<file path="src/rtcp_pkg.sv">
// shared constants and types of the real-time counter and periodic timer
package rtcp_pkg;

    localparam int PADDR_W = 8;
    localparam int IDX_W   = 6;

    // register indices; byte address is four times the index
    localparam logic [IDX_W-1:0] IDX_CTRL      = 6'h00;
    localparam logic [IDX_W-1:0] IDX_STATUS    = 6'h01;
    localparam logic [IDX_W-1:0] IDX_INT_EN    = 6'h02;
    localparam logic [IDX_W-1:0] IDX_INT_FLAG  = 6'h03;
    localparam logic [IDX_W-1:0] IDX_TEMP      = 6'h04;
    localparam logic [IDX_W-1:0] IDX_DEBUG     = 6'h05;
    localparam logic [IDX_W-1:0] IDX_CRYSTAL_ERROR_CALIBRATION     = 6'h06;
    localparam logic [IDX_W-1:0] IDX_CLOCK_SOURCE_FIELD    = 6'h07;
    localparam logic [IDX_W-1:0] IDX_CNT_LO    = 6'h08;
    localparam logic [IDX_W-1:0] IDX_CNT_HI    = 6'h09;
    localparam logic [IDX_W-1:0] IDX_PER_LO    = 6'h0a;
    localparam logic [IDX_W-1:0] IDX_PER_HI    = 6'h0b;
    localparam logic [IDX_W-1:0] IDX_CMP_LO    = 6'h0c;
    localparam logic [IDX_W-1:0] IDX_CMP_HI    = 6'h0d;
    localparam logic [IDX_W-1:0] IDX_PIT_CTRL  = 6'h10;
    localparam logic [IDX_W-1:0] IDX_PIT_STAT  = 6'h11;
    localparam logic [IDX_W-1:0] IDX_PIT_IEN   = 6'h12;
    localparam logic [IDX_W-1:0] IDX_PIT_FLAG  = 6'h13;
    localparam logic [IDX_W-1:0] IDX_PIT_DEBUG = 6'h15;

    // reset values
    localparam logic [7:0]  BYTE_RESET = 8'h00;
    localparam logic [15:0] CNT_RESET  = 16'h0000;
    localparam logic [15:0] PER_RESET  = 16'hffff;
    localparam logic [15:0] CMP_RESET  = 16'h0000;

    // bit positions
    localparam int FLAG_WRAP_BIT   = 0;
    localparam int FLAG_CMP_BIT    = 1;
    localparam int BUSY_CTRL_BIT   = 0;
    localparam int BUSY_CNT_BIT    = 1;
    localparam int BUSY_PER_BIT    = 2;
    localparam int BUSY_CMP_BIT    = 3;
    localparam int CTRL_EN_BIT     = 0;
    localparam int CTRL_CORR_BIT   = 2;
    localparam int CTRL_PRESC_LSB  = 3;
    localparam int PIT_EN_BIT      = 0;
    localparam int PIT_PERIOD_LSB  = 3;
    localparam int CRYSTAL_ERROR_CALIBRATION_SIGN_BIT  = 7;

    // prescaler and period codes
    localparam logic [3:0] PRESC_DIVIDE_BY_TWO = 4'h1;
    localparam logic [3:0] PRESC_DIVIDE_BY_MAX = 4'hf;
    localparam logic [3:0] PIT_PERIOD_OFF      = 4'h0;
    localparam logic [3:0] PIT_PERIOD_RSVD     = 4'hf;

    // counter-clock ticks from bus write to effect
    localparam int SYNC_TICKS = 2;
    // counter-clock cycles per correction interval
    localparam int CORR_INTERVAL = 1000000;

    typedef enum logic [1:0] {
        internal_32k_source       = 2'b00,
        internal_1k_source        = 2'b01,
        crystal_source            = 2'b10,
        external_clock_pin_source = 2'b11
    } rtcp_clk_src_type;

    typedef struct packed {
        logic [3:0] prescaler;
        logic       correction_enable;
        logic       enable;
    } rtcp_ctrl_type;

    typedef struct packed {
        logic       sign;
        logic [6:0] magnitude;
    } rtcp_crystal_error_calibration_type;

    typedef struct packed {
        logic [3:0] period;
        logic       periodic_timer_enable;
    } rtcp_pit_ctrl_type;

endpackage

</file>
<file path="src/rtcp_top.sv">
// real-time counter and periodic interrupt timer with apb registers
//
// Operation
// - counter halts on cpu debug halt unless its debug_run is set
// - calibration register: sign bit 7, magnitude 6:0, reset zero
// - sign zero slows the prescaler, sign one speeds it up
// - magnitude is correction clocks per million counter clock cycles
// - two-bit source field picks one of four clock sources
// - 16-bit counter, period, compare; low byte at base, high at base plus four
// - counter write takes effect two counter clocks later; resets to zero
// - compare value is 16-bit read/write, resets to zero
// - period field 6:3: off, 4 to 32768 cycles doubling, 0xf reserved
// - bit 0 of periodic control enables the periodic timer; reset zero
// - periodic status bit 0 is high while control write synchronises
// - bit 0 of periodic irq enable gates the periodic interrupt
// - periodic flag sets on each periodic event, cleared by writing one
// - periodic timer halts on debug halt unless its debug_run is set
// - wrap flag on counter reaching period, compare flag on match, write one clears
// - interrupt request stays high while flag and enable are both set
// - prescaler divides counter clock by two to the field value
// - resuming from halt with periodic output high gives a new flag edge
`timescale 1ns/1ps
module rtcp_top #(
    parameter int CORR_INTERVAL = rtcp_pkg::CORR_INTERVAL
) (
    input  wire logic                         sys_clk,
    input  wire logic                         reset_n,
    input  wire logic                         psel,
    input  wire logic                         penable,
    input  wire logic                         pwrite,
    input  wire logic [rtcp_pkg::PADDR_W-1:0] paddr,
    input  wire logic [31:0]                  pwdata,
    input  wire logic [3:0]                   pstrb,
    output logic      [31:0]                  prdata,
    output logic                              pready,
    output logic                              pslverr,
    input  wire logic                         cpu_halted,
    input  wire logic                         internal_32k_clk,
    input  wire logic                         internal_1k_clk,
    input  wire logic                         crystal_clk,
    input  wire logic                         external_pin_clk,
    output logic                              rtc_irq,
    output logic                              pit_irq,
    output logic                              pit_out
);
    localparam int ACC_W = $clog2(CORR_INTERVAL + 128);
    localparam logic [ACC_W-1:0] CORR_N = ACC_W'(CORR_INTERVAL);

    if (CORR_INTERVAL < 128) begin : g_bad_interval
        $error("correction interval must exceed the largest magnitude");
    end

    // ---------------- apb front end ----------------
    logic [rtcp_pkg::IDX_W-1:0] idx;
    logic                       aligned;
    logic                       setup_ph;
    logic                       wr_en;
    logic [7:0]                 wbyte;

    assign idx      = paddr[rtcp_pkg::PADDR_W-1:2];
    assign aligned  = (paddr[1:0] == 2'h0);
    assign setup_ph = psel & ~penable & ~pready;
    assign wr_en    = psel & penable & pready & pwrite & ~pslverr & pstrb[0];
    assign wbyte    = pwdata[7:0];

    wire hit_ctrl    = wr_en && (idx == rtcp_pkg::IDX_CTRL);
    wire hit_iflag   = wr_en && (idx == rtcp_pkg::IDX_INT_FLAG);
    wire hit_cnt_lo  = wr_en && (idx == rtcp_pkg::IDX_CNT_LO);
    wire hit_cnt_hi  = wr_en && (idx == rtcp_pkg::IDX_CNT_HI);
    wire hit_per_lo  = wr_en && (idx == rtcp_pkg::IDX_PER_LO);
    wire hit_per_hi  = wr_en && (idx == rtcp_pkg::IDX_PER_HI);
    wire hit_cmp_lo  = wr_en && (idx == rtcp_pkg::IDX_CMP_LO);
    wire hit_cmp_hi  = wr_en && (idx == rtcp_pkg::IDX_CMP_HI);
    wire hit_temp    = wr_en && (idx == rtcp_pkg::IDX_TEMP);
    wire hit_pitctl  = wr_en && (idx == rtcp_pkg::IDX_PIT_CTRL);
    wire hit_pitflag = wr_en && (idx == rtcp_pkg::IDX_PIT_FLAG);

    // ---------------- software registers ----------------
    logic                       dbg_run_q;
    logic                       pit_dbg_run_q;
    logic [1:0]                 int_en_q;
    logic                       pit_ien_q;
    rtcp_pkg::rtcp_crystal_error_calibration_type   crystal_error_calibration_q;
    rtcp_pkg::rtcp_clk_src_type clock_source_field_q;
    logic [7:0]                 temp_q;

    always_ff @(posedge sys_clk or negedge reset_n) begin
        if (!reset_n) begin
            dbg_run_q     <= 1'b0;
            pit_dbg_run_q <= 1'b0;
            int_en_q      <= 2'h0;
            pit_ien_q     <= 1'b0;
            crystal_error_calibration_q       <= rtcp_pkg::BYTE_RESET;
            clock_source_field_q      <= rtcp_pkg::internal_32k_source;
        end else if (wr_en) begin
            if (idx == rtcp_pkg::IDX_DEBUG) begin
                dbg_run_q <= wbyte[0];
            end else if (idx == rtcp_pkg::IDX_PIT_DEBUG) begin
                pit_dbg_run_q <= wbyte[0];
            end else if (idx == rtcp_pkg::IDX_INT_EN) begin
                int_en_q <= wbyte[1:0];
            end else if (idx == rtcp_pkg::IDX_PIT_IEN) begin
                pit_ien_q <= wbyte[0];
            end else if (idx == rtcp_pkg::IDX_CRYSTAL_ERROR_CALIBRATION) begin
                crystal_error_calibration_q <= wbyte;
            end else if (idx == rtcp_pkg::IDX_CLOCK_SOURCE_FIELD) begin
                clock_source_field_q <= rtcp_pkg::rtcp_clk_src_type'(wbyte[1:0]);
            end
        end
    end

    // ---------------- counter clock source ----------------
    logic [3:0] src_sync;
    logic       src_prev_q;
    logic       src_level;
    logic       tick;

    rtcp_sync #(
        .WIDTH (4)
    ) u_src_sync (
        .sys_clk  (sys_clk),
        .reset_n  (reset_n),
        .async_in ({external_pin_clk, crystal_clk, internal_1k_clk, internal_32k_clk}),
        .sync_out (src_sync)
    );

    // source select; switching may yield one stray tick
    assign src_level = src_sync[clock_source_field_q];
    assign tick      = src_level & ~src_prev_q;

    always_ff @(posedge sys_clk or negedge reset_n) begin
        if (!reset_n) begin
            src_prev_q <= 1'b0;
        end else begin
            src_prev_q <= src_level;
        end
    end

    // ---------------- synchronised writes ----------------
    rtcp_pkg::rtcp_ctrl_type     ctrl_eff;
    rtcp_pkg::rtcp_pit_ctrl_type pit_eff;
    logic [15:0]                 per_eff;
    logic [15:0]                 cmp_eff;
    logic [15:0]                 cnt_wval;
    logic                        cnt_apply;
    logic [3:0]                  busy;
    logic                        pit_busy;

    // busy from bus write until captured
    rtcp_wsync #(
        .WIDTH     (6),
        .RESET_VAL (6'h00)
    ) u_ctrl_sync (
        .sys_clk (sys_clk),
        .reset_n (reset_n),
        .wr      (hit_ctrl),
        .wdata   ({wbyte[6:3], wbyte[2], wbyte[0]}),
        .tick    (tick),
        .busy    (busy[rtcp_pkg::BUSY_CTRL_BIT]),
        .apply   (),
        .value   (ctrl_eff)
    );

    // counter load lands two ticks after the write
    rtcp_wsync #(
        .WIDTH     (16),
        .RESET_VAL (rtcp_pkg::CNT_RESET)
    ) u_cnt_sync (
        .sys_clk (sys_clk),
        .reset_n (reset_n),
        .wr      (hit_cnt_hi),
        .wdata   ({wbyte, temp_q}),
        .tick    (tick),
        .busy    (busy[rtcp_pkg::BUSY_CNT_BIT]),
        .apply   (cnt_apply),
        .value   (cnt_wval)
    );

    rtcp_wsync #(
        .WIDTH     (16),
        .RESET_VAL (rtcp_pkg::PER_RESET)
    ) u_per_sync (
        .sys_clk (sys_clk),
        .reset_n (reset_n),
        .wr      (hit_per_hi),
        .wdata   ({wbyte, temp_q}),
        .tick    (tick),
        .busy    (busy[rtcp_pkg::BUSY_PER_BIT]),
        .apply   (),
        .value   (per_eff)
    );

    rtcp_wsync #(
        .WIDTH     (16),
        .RESET_VAL (rtcp_pkg::CMP_RESET)
    ) u_cmp_sync (
        .sys_clk (sys_clk),
        .reset_n (reset_n),
        .wr      (hit_cmp_hi),
        .wdata   ({wbyte, temp_q}),
        .tick    (tick),
        .busy    (busy[rtcp_pkg::BUSY_CMP_BIT]),
        .apply   (),
        .value   (cmp_eff)
    );

    rtcp_wsync #(
        .WIDTH     (5),
        .RESET_VAL (5'h00)
    ) u_pit_sync (
        .sys_clk (sys_clk),
        .reset_n (reset_n),
        .wr      (hit_pitctl),
        .wdata   ({wbyte[6:3], wbyte[0]}),
        .tick    (tick),
        .busy    (pit_busy),
        .apply   (),
        .value   (pit_eff)
    );

    // ---------------- prescaler with correction ----------------
    logic [ACC_W-1:0] acc_q;
    logic [ACC_W-1:0] acc_sum;
    logic [15:0]      psc_q;
    logic [15:0]      psc_inc;
    logic [15:0]      psc_sum;
    logic [15:0]      div_val;
    logic             rtc_run;
    logic             corr_due;
    logic             step;

    assign rtc_run  = ctrl_eff.enable & (dbg_run_q | ~cpu_halted);
    assign acc_sum  = acc_q + ACC_W'(crystal_error_calibration_q.magnitude);
    assign corr_due = ctrl_eff.correction_enable && (acc_sum >= CORR_N);
    // slip one clock or add one extra
    assign psc_inc  = !corr_due ? 16'h0001 : (crystal_error_calibration_q.sign ? 16'h0002 : 16'h0000);
    assign psc_sum  = psc_q + psc_inc;
    // divide by two to the prescaler field
    assign div_val  = 16'h0001 << ctrl_eff.prescaler;
    assign step     = rtc_run && tick && (psc_sum >= div_val);

    always_ff @(posedge sys_clk or negedge reset_n) begin
        if (!reset_n) begin
            acc_q <= '0;
            psc_q <= 16'h0000;
        end else if (rtc_run && tick) begin
            acc_q <= corr_due ? acc_sum - CORR_N : (ctrl_eff.correction_enable ? acc_sum : '0);
            psc_q <= step ? psc_sum - div_val : psc_sum;
        end
    end

    // ---------------- counter and flags ----------------
    logic [15:0] cnt_q;
    logic [15:0] cnt_next;
    logic        wrap_evt;
    logic        cmp_evt;
    logic [1:0]  flag_q;
    logic [1:0]  flag_set;
    logic [1:0]  flag_clr;

    assign wrap_evt = step && (cnt_q == per_eff);
    assign cnt_next = wrap_evt ? 16'h0000 : cnt_q + 16'h0001;
    assign cmp_evt  = step && (cnt_next == cmp_eff);
    assign flag_set = {cmp_evt, wrap_evt};
    assign flag_clr = hit_iflag ? wbyte[1:0] : 2'h0;

    always_ff @(posedge sys_clk or negedge reset_n) begin
        if (!reset_n) begin
            cnt_q  <= rtcp_pkg::CNT_RESET;
            flag_q <= 2'h0;
        end else begin
            if (cnt_apply) begin
                cnt_q <= cnt_wval;
            end else if (step) begin
                cnt_q <= cnt_next;
            end
            flag_q <= (flag_q & ~flag_clr) | flag_set;
        end
    end

    // ---------------- periodic interrupt timer ----------------
    logic [15:0] pit_cnt_q;
    logic        pit_active;
    logic        pit_level;
    logic        pit_evt;
    logic        pit_flag_q;

    // enable; off and reserved codes stop it
    // debug halt unless its own debug_run
    assign pit_active = pit_eff.periodic_timer_enable
                        && (pit_eff.period != rtcp_pkg::PIT_PERIOD_OFF)
                        && (pit_eff.period != rtcp_pkg::PIT_PERIOD_RSVD)
                        && (pit_dbg_run_q || !cpu_halted);
    // period code n toggles bit n: 2^(n+1) cycles
    assign pit_level  = pit_active && pit_cnt_q[pit_eff.period];
    // output forced low in halt, so resume gives a new edge
    assign pit_evt    = pit_level && !pit_out;

    always_ff @(posedge sys_clk or negedge reset_n) begin
        if (!reset_n) begin
            pit_cnt_q  <= 16'h0000;
            pit_out    <= 1'b0;
            pit_flag_q <= 1'b0;
        end else begin
            if (!pit_eff.periodic_timer_enable) begin
                pit_cnt_q <= 16'h0000;
            end else if (pit_active && tick) begin
                pit_cnt_q <= pit_cnt_q + 16'h0001;
            end
            pit_out    <= pit_level;
            // set on each edge, set wins over clear
            pit_flag_q <= (pit_flag_q & ~(hit_pitflag & wbyte[0])) | pit_evt;
        end
    end

    // request held while flag and enable
    always_ff @(posedge sys_clk or negedge reset_n) begin
        if (!reset_n) begin
            rtc_irq <= 1'b0;
            pit_irq <= 1'b0;
        end else begin
            rtc_irq <= |(flag_q & int_en_q);
            pit_irq <= pit_flag_q & pit_ien_q;
        end
    end

    // ---------------- read path ----------------
    logic [7:0] rd_byte;
    logic       rd_hit;

    // low byte at base, high byte via temp
    always_comb begin
        rd_byte = 8'h00;
        rd_hit  = 1'b1;
        if (idx == rtcp_pkg::IDX_CTRL) begin
            rd_byte = {1'b0, ctrl_eff.prescaler, ctrl_eff.correction_enable, 1'b0, ctrl_eff.enable};
        end else if (idx == rtcp_pkg::IDX_STATUS) begin
            rd_byte = {4'h0, busy};
        end else if (idx == rtcp_pkg::IDX_INT_EN) begin
            rd_byte = {6'h00, int_en_q};
        end else if (idx == rtcp_pkg::IDX_INT_FLAG) begin
            rd_byte = {6'h00, flag_q};
        end else if (idx == rtcp_pkg::IDX_TEMP || idx == rtcp_pkg::IDX_CNT_HI
                     || idx == rtcp_pkg::IDX_PER_HI || idx == rtcp_pkg::IDX_CMP_HI) begin
            rd_byte = temp_q;
        end else if (idx == rtcp_pkg::IDX_DEBUG) begin
            rd_byte = {7'h00, dbg_run_q};
        end else if (idx == rtcp_pkg::IDX_CRYSTAL_ERROR_CALIBRATION) begin
            rd_byte = crystal_error_calibration_q;
        end else if (idx == rtcp_pkg::IDX_CLOCK_SOURCE_FIELD) begin
            rd_byte = {6'h00, clock_source_field_q};
        end else if (idx == rtcp_pkg::IDX_CNT_LO) begin
            rd_byte = cnt_q[7:0];
        end else if (idx == rtcp_pkg::IDX_PER_LO) begin
            rd_byte = per_eff[7:0];
        end else if (idx == rtcp_pkg::IDX_CMP_LO) begin
            rd_byte = cmp_eff[7:0];
        end else if (idx == rtcp_pkg::IDX_PIT_CTRL) begin
            rd_byte = {1'b0, pit_eff.period, 2'h0, pit_eff.periodic_timer_enable};
        end else if (idx == rtcp_pkg::IDX_PIT_STAT) begin
            rd_byte = {7'h00, pit_busy};
        end else if (idx == rtcp_pkg::IDX_PIT_IEN) begin
            rd_byte = {7'h00, pit_ien_q};
        end else if (idx == rtcp_pkg::IDX_PIT_FLAG) begin
            rd_byte = {7'h00, pit_flag_q};
        end else if (idx == rtcp_pkg::IDX_PIT_DEBUG) begin
            rd_byte = {7'h00, pit_dbg_run_q};
        end else begin
            rd_hit = 1'b0;
        end
    end

    wire rd_setup = setup_ph && !pwrite && aligned;
    wire [15:0] hi_src = (idx == rtcp_pkg::IDX_CNT_LO) ? cnt_q
                       : (idx == rtcp_pkg::IDX_PER_LO) ? per_eff : cmp_eff;
    wire lo_read = rd_setup && (idx == rtcp_pkg::IDX_CNT_LO || idx == rtcp_pkg::IDX_PER_LO
                                || idx == rtcp_pkg::IDX_CMP_LO);

    // temp: snapshot of high byte on low read, staging on low write
    always_ff @(posedge sys_clk or negedge reset_n) begin
        if (!reset_n) begin
            temp_q <= rtcp_pkg::BYTE_RESET;
        end else if (hit_cnt_lo || hit_per_lo || hit_cmp_lo || hit_temp) begin
            temp_q <= wbyte;
        end else if (lo_read) begin
            temp_q <= hi_src[15:8];
        end
    end

    // zero-wait slave: pready rises in the cycle after setup
    always_ff @(posedge sys_clk or negedge reset_n) begin
        if (!reset_n) begin
            pready  <= 1'b0;
            pslverr <= 1'b0;
            prdata  <= 32'h0000_0000;
        end else if (setup_ph) begin
            pready  <= 1'b1;
            pslverr <= ~(aligned & rd_hit);
            prdata  <= rd_setup ? {24'h00_0000, rd_byte} : 32'h0000_0000;
        end else begin
            pready  <= 1'b0;
            pslverr <= 1'b0;
        end
    end
endmodule

</file>
<file path="src/rtcp_sync.sv">
// two-flop synchroniser for asynchronous levels
`timescale 1ns/1ps
module rtcp_sync #(
    parameter int WIDTH = 1
) (
    input  wire logic             sys_clk,
    input  wire logic             reset_n,
    input  wire logic [WIDTH-1:0] async_in,
    output logic      [WIDTH-1:0] sync_out
);
    logic [WIDTH-1:0] meta_q;

    always_ff @(posedge sys_clk or negedge reset_n) begin
        if (!reset_n) begin
            meta_q   <= '0;
            sync_out <= '0;
        end else begin
            meta_q   <= async_in;
            sync_out <= meta_q;
        end
    end
endmodule

</file>
<file path="src/rtcp_wsync.sv">
// bus write carried into the counter-clock tick domain with busy flag
`timescale 1ns/1ps
module rtcp_wsync #(
    parameter int             WIDTH     = 16,
    parameter logic [WIDTH-1:0] RESET_VAL = '0
) (
    input  wire logic             sys_clk,
    input  wire logic             reset_n,
    input  wire logic             wr,
    input  wire logic [WIDTH-1:0] wdata,
    input  wire logic             tick,
    output logic                  busy,
    output logic                  apply,
    output logic      [WIDTH-1:0] value
);
    logic [WIDTH-1:0] pend_q;
    logic [1:0]       ticks_q;

    always_ff @(posedge sys_clk or negedge reset_n) begin
        if (!reset_n) begin
            pend_q  <= RESET_VAL;
            value   <= RESET_VAL;
            busy    <= 1'b0;
            apply   <= 1'b0;
            ticks_q <= 2'h0;
        end else if (wr) begin
            // a fresh write restarts the latency count
            pend_q  <= wdata;
            busy    <= 1'b1;
            apply   <= 1'b0;
            ticks_q <= 2'h0;
        end else if (busy && tick) begin
            if (ticks_q == 2'(rtcp_pkg::SYNC_TICKS - 1)) begin
                value <= pend_q;
                busy  <= 1'b0;
                apply <= 1'b1;
            end else begin
                ticks_q <= ticks_q + 2'h1;
                apply   <= 1'b0;
            end
        end else begin
            apply <= 1'b0;
        end
    end
endmodule

</file>
<file path="config.mk">
export PLATFORM = sky130hd
export DESIGN_NAME = rtcp_top
export DESIGN_NICKNAME = d
export VERILOG_FILES = /design/src/rtcp_pkg.sv /design/src/rtcp_top.sv /design/src/rtcp_sync.sv /design/src/rtcp_wsync.sv
export SDC_FILE = /design/constraint.sdc
export NUM_CORES = 1
export LEC_CHECK = 0
export ABC_AREA = 1
export BUFFER_PORTS_ARGS = -buffer_cell sky130_fd_sc_hd__buf_2
export CAP_MARGIN = 15
export CORE_MARGIN = 2
export CORE_UTILIZATION = 55
export DETAILED_ROUTE_END_ITERATION = 16
export GPL_TIMING_DRIVEN = 0
export PLACE_DENSITY = 0.71
export SLEW_MARGIN = 20
export SYNTH_ARGS = -nofsm -noshare
export SYNTH_HDL_FRONTEND = slang
export SYNTH_SLANG_ARGS = --single-unit
</file>
<file path="constraint.sdc">
create_clock -name sys_clk -period 6.4 [get_ports sys_clk]
set_input_delay 0 -clock sys_clk [delete_from_list [all_inputs] [get_ports sys_clk]]
set_output_delay 0 -clock sys_clk [all_outputs]
set_load 0.02 [all_outputs]
</file>
# Word level (Yosys, flattened, before mapping)
# Index checks and enable logic that the tools add are counted.
[totals] regBits=274 output_inout_bits=37 elab_cells=294
[op_classes] n_addsub=11 n_lt_le_gt_ge=4 n_eq_ne=32 n_shift=1 mux=87 bitwise=36 reduce_logical=79
[ops] operator="$mux 16" n=8
[ops] operator="$mux 8" n=14
[ops] operator="$mux 1" n=42
[ops] operator="$mux 20" n=2
[ops] operator="$eq 6x4->1 const B" n=6
[ops] operator="$mux 2" n=18
[ops] operator="$add 16x1->16 const B" n=2
[ops] operator="$eq 16x16->1" n=2
[ops] operator="$eq 6x5->1 const B" n=5
[ops] operator="$logic_and 1x1->1" n=30
[ops] operator="$eq 6x3->1 const B" n=4
[ops] operator="$reduce_bool 2->1" n=12
[ops] operator="$reduce_and 2->1" n=11
[ops] operator="$add 20x7->20" n=1
[ops] operator="$ge 20x20->1 const B" n=1
[ops] operator="$sub 20x20->20 const B" n=1
[ops] operator="$reduce_and 3->1" n=6
[ops] operator="$not 1->1" n=17
[ops] operator="$add 16x2->16" n=1
[ops] operator="$ge 16x16->1" n=1
[ops] operator="$shl 1x4->16 const A" n=1
[ops] operator="$sub 16x16->16" n=1
[ops] operator="$and 1x1->1" n=13
[ops] operator="$eq 6x2->1 const B" n=2
[ops] operator="24 further kinds" n=49

# Longest topological paths before layout
[logic_depth] word_depth=20 depth_mapped=45 depth_no_buf=43

# Hierarchy
# From an unflattened synthesis, not the netlist that was laid out.
[hier_totals] hier_cells=1977 hier_area_um2=14934.3
[modules_own_cells] mod="rtcp_top" instances=1 cells_each=1343 area_each_um2=8929.8 seq_area_each_um2=2702.6
[modules_own_cells] mod="rtcp_wsync (u_cmp_sync ...)" instances=2 cells_each=161 area_each_um2=1485.2 seq_area_each_um2=900.9
[modules_own_cells] mod="rtcp_wsync (u_per_sync)" instances=1 cells_each=161 area_each_um2=1525.2 seq_area_each_um2=940.9
[modules_own_cells] mod="rtcp_wsync (u_ctrl_sync)" instances=1 cells_each=76 area_each_um2=714.4 seq_area_each_um2=400.4
[modules_own_cells] mod="rtcp_wsync (u_pit_sync)" instances=1 cells_each=67 area_each_um2=594.3 seq_area_each_um2=350.3
[modules_own_cells] mod="rtcp_sync" instances=1 cells_each=8 area_each_um2=200.2 seq_area_each_um2=200.2

# Least setup slack after synthesis
# OpenSTA, ideal clock, no wires.
[synth_path] path_type="register to register" startpoint="reg crystal_error_calibration_q[6] (netlist bit)" endpoint="reg flag_q[1]" setup_time_ns=0.120 arrival_time_ns=5.624 slack_ns=0.656 stages_incl_launch_ff=40 path_cell_list="dfrtp_1 -> ha_1 -> nand2_1 -> inv_1 -> a21oi_1 -> nand2_4 -> xnor2_1 -> ha_1 -> nand2_1 -> nand2_2 -> nand3_1 -> nand3_2 -> nand2_4 -> buf_6 -> nand3_1 -> inv_1 -> ha_1 -> nand2_1 -> [4 not listed] -> nor3_1 -> nand2_1 -> nor2_1 -> nand2_1 -> and2_1 -> ha_1 -> a21oi_1 -> nand2_1 -> a21oi_1 -> nand3_2 -> nand3_1 -> buf_2 -> nand2_1 -> or2_2 -> nand3_1 -> nor2_1 -> nand3_1 -> nand2_1"
[synth_between] elab_chain_len=12
[synth_rtl] item="start, declared" line_no="rtcp_top.sv:83" source="rtcp_pkg::rtcp_crystal_error_calibration_type crystal_error_calibration_q;"
[synth_rtl] item="start signal, assigned" line_no="rtcp_top.sv:93" source="crystal_error_calibration_q <= rtcp_pkg::BYTE_RESET;"
[synth_rtl] item="start signal, assigned" line_no="rtcp_top.sv:105" source="crystal_error_calibration_q <= wbyte;"
[synth_rtl] item="$add 20x7->20 *" line_no="rtcp_top.sv:233" source="assign acc_sum = acc_q + ACC_W'(crystal_error_calibration_q.magnitude);"
[synth_rtl] item="$ge 20x20->1 *" line_no="rtcp_top.sv:234" source="assign corr_due = ctrl_eff.correction_enable && (acc_sum >= CORR_N);"
[synth_rtl] item="$logic_and 1x1->1 *" line_no="rtcp_top.sv:234"
[synth_rtl] item="$mux 2 *" line_no="rtcp_top.sv:236" source="assign psc_inc = !corr_due ? 16'h0001 : (crystal_error_calibration_q.sign ? 16'h0002 : 16'h0000);"
[synth_rtl] item="$add 16x2->16 *" line_no="rtcp_top.sv:237" source="assign psc_sum = psc_q + psc_inc;"
[synth_rtl] item="$ge 16x16->1 *" line_no="rtcp_top.sv:240" source="assign step = rtc_run && tick && (psc_sum >= div_val);"
[synth_rtl] item="$logic_and 1x1->1 *" line_no="rtcp_top.sv:240"
[synth_rtl] item="$logic_and 1x1->1" line_no="rtcp_top.sv:261" source="assign wrap_evt = step && (cnt_q == per_eff);"
[synth_rtl] item="$mux 16" line_no="rtcp_top.sv:262" source="assign cnt_next = wrap_evt ? 16'h0000 : cnt_q + 16'h0001;"
[synth_rtl] item="$eq 16x16->1" line_no="rtcp_top.sv:263" source="assign cmp_evt = step && (cnt_next == cmp_eff);"
[synth_rtl] item="$logic_and 1x1->1 *" line_no="rtcp_top.sv:263"
[synth_rtl] item="$or 2x2->2 *" line_no="rtcp_top.sv:277" source="flag_q <= (flag_q & ~flag_clr) | flag_set;"
[synth_rtl] item="end signal, assigned" line_no="rtcp_top.sv:277"
[synth_rtl] item="end, declared" line_no="rtcp_top.sv:257" source="logic [1:0] flag_q;"
# Mark *: on every way between the ends. The rest lies on a longest branch, timed or not.
# A chain may end at the register's enable or synchronous reset.

# Worst setup path after layout
[layout_path] startpoint="reg crystal_error_calibration_q[2] (netlist bit)" endpoint="reg flag_q[1]"
# Same word-level chain as after synthesis.

==> results.ini <==
[run_status]
outcome=complete, no violations

[power]
leakagePower_nw=8.26
power_density_mw_per_mm2=357
vdd_drop_max_mv=0.280

[cts]
cts.sinks=250
cts_root_buf=clkbuf_16
numCtsBuffers=28
clkTransAtPathRegs_ps=60
clkLatencyLatePin_ps=570
cts_tree=yes
ctsHtreeMaxLevel=1
cts_max_path_buffers=3

[hold_path]
hold_path_class=primary input to asynchronous set/reset pin

[yosys]
synth_cell_type_count=55
async_reset_ff_frac=1.00
synth_area_mm2=0.0145
yosysWarnings=0
synthMuxAreaShare=0.000691
synthCells=1922
synth-main-ff-cell=dfrtp_1
synth_top_family_by_area=simple AND/OR/NAND/NOR gates
synth_edf_count=0
synthSimpleGateAreaFrac=0.269
synth_compound_area_frac=0.133
syn_area_per_cell_um2=7.53
ys_seq_elements=250
synth_fa_ha_area_frac=0.0335
synth_xor_area_frac=0.0339
ys_seq_area_frac=0.435

[routing]
dr.pass1.iters=5
drt_iter0_markers=1232
vias_per_cell=5.53
dr_wl_met3_um=3130
drt-met1-wl_um=18700
wl_per_cell_um=17.0
drc=0
wl_um=41100
vias=13383
dr_wl_met2_um=18300
antenna_left=0
top_layer=met5

[global_routing]
grt_pass1_wl_um=65400
grt_max_degree=93
grt_usage=0.291
grt.overflow.total=0
grt_pass1_vias=12400
antenna_found_initial=1

[worst_setup_path]
start_kind=register
worst_setup_path_end_kind=register
reg2reg_slack_ps=300
slowest_stage=dfrtp_2
crit_type=register to register
path_buf_inv=3
cp_data_required_time_ps=6910
crit_family=simple AND/OR/NAND/NOR gates
cp_max_fo=10
crit_path_frequent_cell=nand2_1
critPathArrivalTime_ps=6610
cpPeakStageDelay_ps=470

[sta]
hold_viol=0
skew_ps=30.8
slew_viol_final=0
setup_viol=0
setup_tns_ps=0
final.period_utilization=0.953
fmax_mhz=164
worstMarginPinSlew_ps=769
period_needed_ps=6100
max_slew_margin=0.484

[floorplanning]
num_io_pins=91
initial_core_util=0.557
fp.dieW_um=166
rows=59
die_h_um=166
dieArea_mm2=0.0276
core-area_mm2=0.0260

[placed_design]
io_buffers=39
place_area_mm2=0.0152
dp_hpwl_um=30300
dp.cells=2321
gp_congestion=0.949

[final_layout]
post-route-util=0.653
finalInstanceArea_mm2=0.0170
final_cells=2418
syn2layout_area_growth_pct=17.3
fin_nets=2152
num_antenna_cells=0
drive_above_1_share=0.136

[job]
cap_violations=0

[routing by layer]
layer | vias to the layer above | track usage
met5 | - | 0
met4 | 2 | 0.0723
met3 | 77 | 0.0474
met2 | 477 | 0.453
met1 | 6347 | 0.428
li1 | 6480 | -
[cells by family after synthesis]
kind of cell             Yosys count
AND/OR/NAND/NOR                  900
AO/OA/AOI/OAI                    346
multiplexers                       1
buffers and inverters            331
adder cells (fa/ha/maj)           37
flip-flops                       250
other                              1
XOR/XNOR                          56
[report_power, final]
group	switching, W	internal, W	leakage (nW)	total (W)
sequential	0.000279	0.00191	3.06	0.00219
clock	0.000688	0.00102	0.491	0.00170
combinational	0.00136	0.000802	4.71	0.00216
total	0.00233	0.00373	8.26	0.00605
[stage by stage]
step	power (W)	hold WS (ps)	setup WS [ps]
after CTS	0.00599	47.1	1.31
final	0.00605	3.26	301
after floorplan	0.00366	-296	656
after detailed placement	0.00421	42.5	-1030
after global routing	0.00647	65.3	-46.7
after global placement	0.00415	108	-938
[final timing paths]
| check | end | cells past startpoint | start |
|---|---|---|---|
| setup / recovery | flag_q[1] | 39 | crystal_error_calibration_q[2] |
| hold / removal | pit_cnt_q[9] | 2 | reset_n |
| hold reg to reg | u_src_sync.sync_out[0] | 0 | u_src_sync.meta_q[0] |
| min in group sys_clk | pit_flag_q | 6 | psel |
| setup reg to reg | flag_q[1] | 39 | crystal_error_calibration_q[2] |
| max in group asynchronous | u_per_sync.pend_q[14] | 4 | reset_n |
[cell usage in the layout, fill, tap and decap left out, drive strengths merged, types with 3 or more instances in the layout]
| cell | netlist | routed |
|---|---|---|
| conb | 1 | 24 |
| nand3 | 111 | 111 |
| ha | 34 | 34 |
| buf | 42 | 100 |
| dlygate4sd3 | 0 | 29 |
| o21a | 3 | 3 |
| a221oi | 4 | 4 |
| a211oi | 5 | 5 |
| nand3b | 8 | 8 |
| nor2 | 125 | 125 |
| xor2 | 32 | 32 |
| nor4 | 10 | 10 |
| fa | 3 | 3 |
| o221ai | 10 | 10 |
| a22o | 3 | 3 |
| o22ai | 8 | 8 |
| dfrtp | 218 | 218 |
| o21ai | 209 | 209 |
| bufinv | 0 | 4 |
| o211ai | 23 | 23 |
| nor3 | 21 | 21 |
| or2 | 3 | 3 |
| xnor2 | 24 | 24 |
| dfstp | 32 | 32 |
| nand4 | 34 | 34 |
| inv | 249 | 251 |
| o31ai | 4 | 4 |
| a21oi | 70 | 70 |
| clkbuf | 35 | 67 |
| nand2 | 584 | 584 |
| clkinv | 5 | 17 |
[cells in the mapped netlist (2+ instances only)]
cell	n	share of area
o22ai_1	8	0.0035
o31ai_1	4	0.0021
xor2_1	32	0.019
or2_1	2	0.00086
and3_1	2	0.00086
nand2_4	2	0.0016
nor4_4	2	0.0029
and2_1	2	0.00086
inv_1	239	0.062
fa_1	3	0.0041
buf_2	12	0.0041
nand4_1	34	0.015
o2111ai_1	2	0.0012
o221ai_1	10	0.0060
dfstp_2	32	0.058
buf_6	2	0.0016
o21a_1	3	0.0016
ha_1	34	0.029
nand3_2	11	0.0076
dfrtp_1	218	0.38
nand3b_1	8	0.0041
nor4_1	8	0.0035
xnor2_1	24	0.015
clkinv_1	5	0.0013
clkbuf_1	34	0.0088
a211oi_1	5	0.0026
buf_4	25	0.013
nand2_1	573	0.15
nand3_1	100	0.035
inv_2	10	0.0026
a22o_1	3	0.0018
o21ai_1	10	0.0035
nor2_2	10	0.0043
nor2_4	3	0.0023
a221oi_1	4	0.0024
buf_1	2	0.00052
nor3_1	20	0.0069
nand2_2	9	0.0039
a31oi_1	2	0.00086
o211ai_1	23	0.012
nor2_1	111	0.029
o21ai_0	198	0.068
a21oi_1	69	0.024
[registers in the layout (all words and copies together) (netlist names), 16 cells and up]
signal and flops:
cnt_q 16, u_cnt_sync.pend_q 16, pit_cnt_q 16, acc_q 20, u_cnt_sync.value 16, u_per_sync.value 16, u_cmp_sync.value 16, psc_q 16
u_per_sync.pend_q 16, u_cmp_sync.pend_q 16
[cell type report]
type	count	area, um2
plain buffers	76	443
inverters	254	953
fillers	2299	9010
flip-flops and latches	250	6300
multi-input cells	1364	7200
clock buffers	33	759
well taps	335	419
repair buffers	87	678
clock inverters	19	228
[repair_timing]
item / CTS / global route
endpoints found under the setup margin: 34 / 33
hold endpoints to repair: 144 / 0
pin swaps: 10 / 16
hold buffers: 29 / 0
setup buffers: 6 / 11
gates resized for setup: 37 / 29
Note: power is estimated with default switching activity, not from simulation.
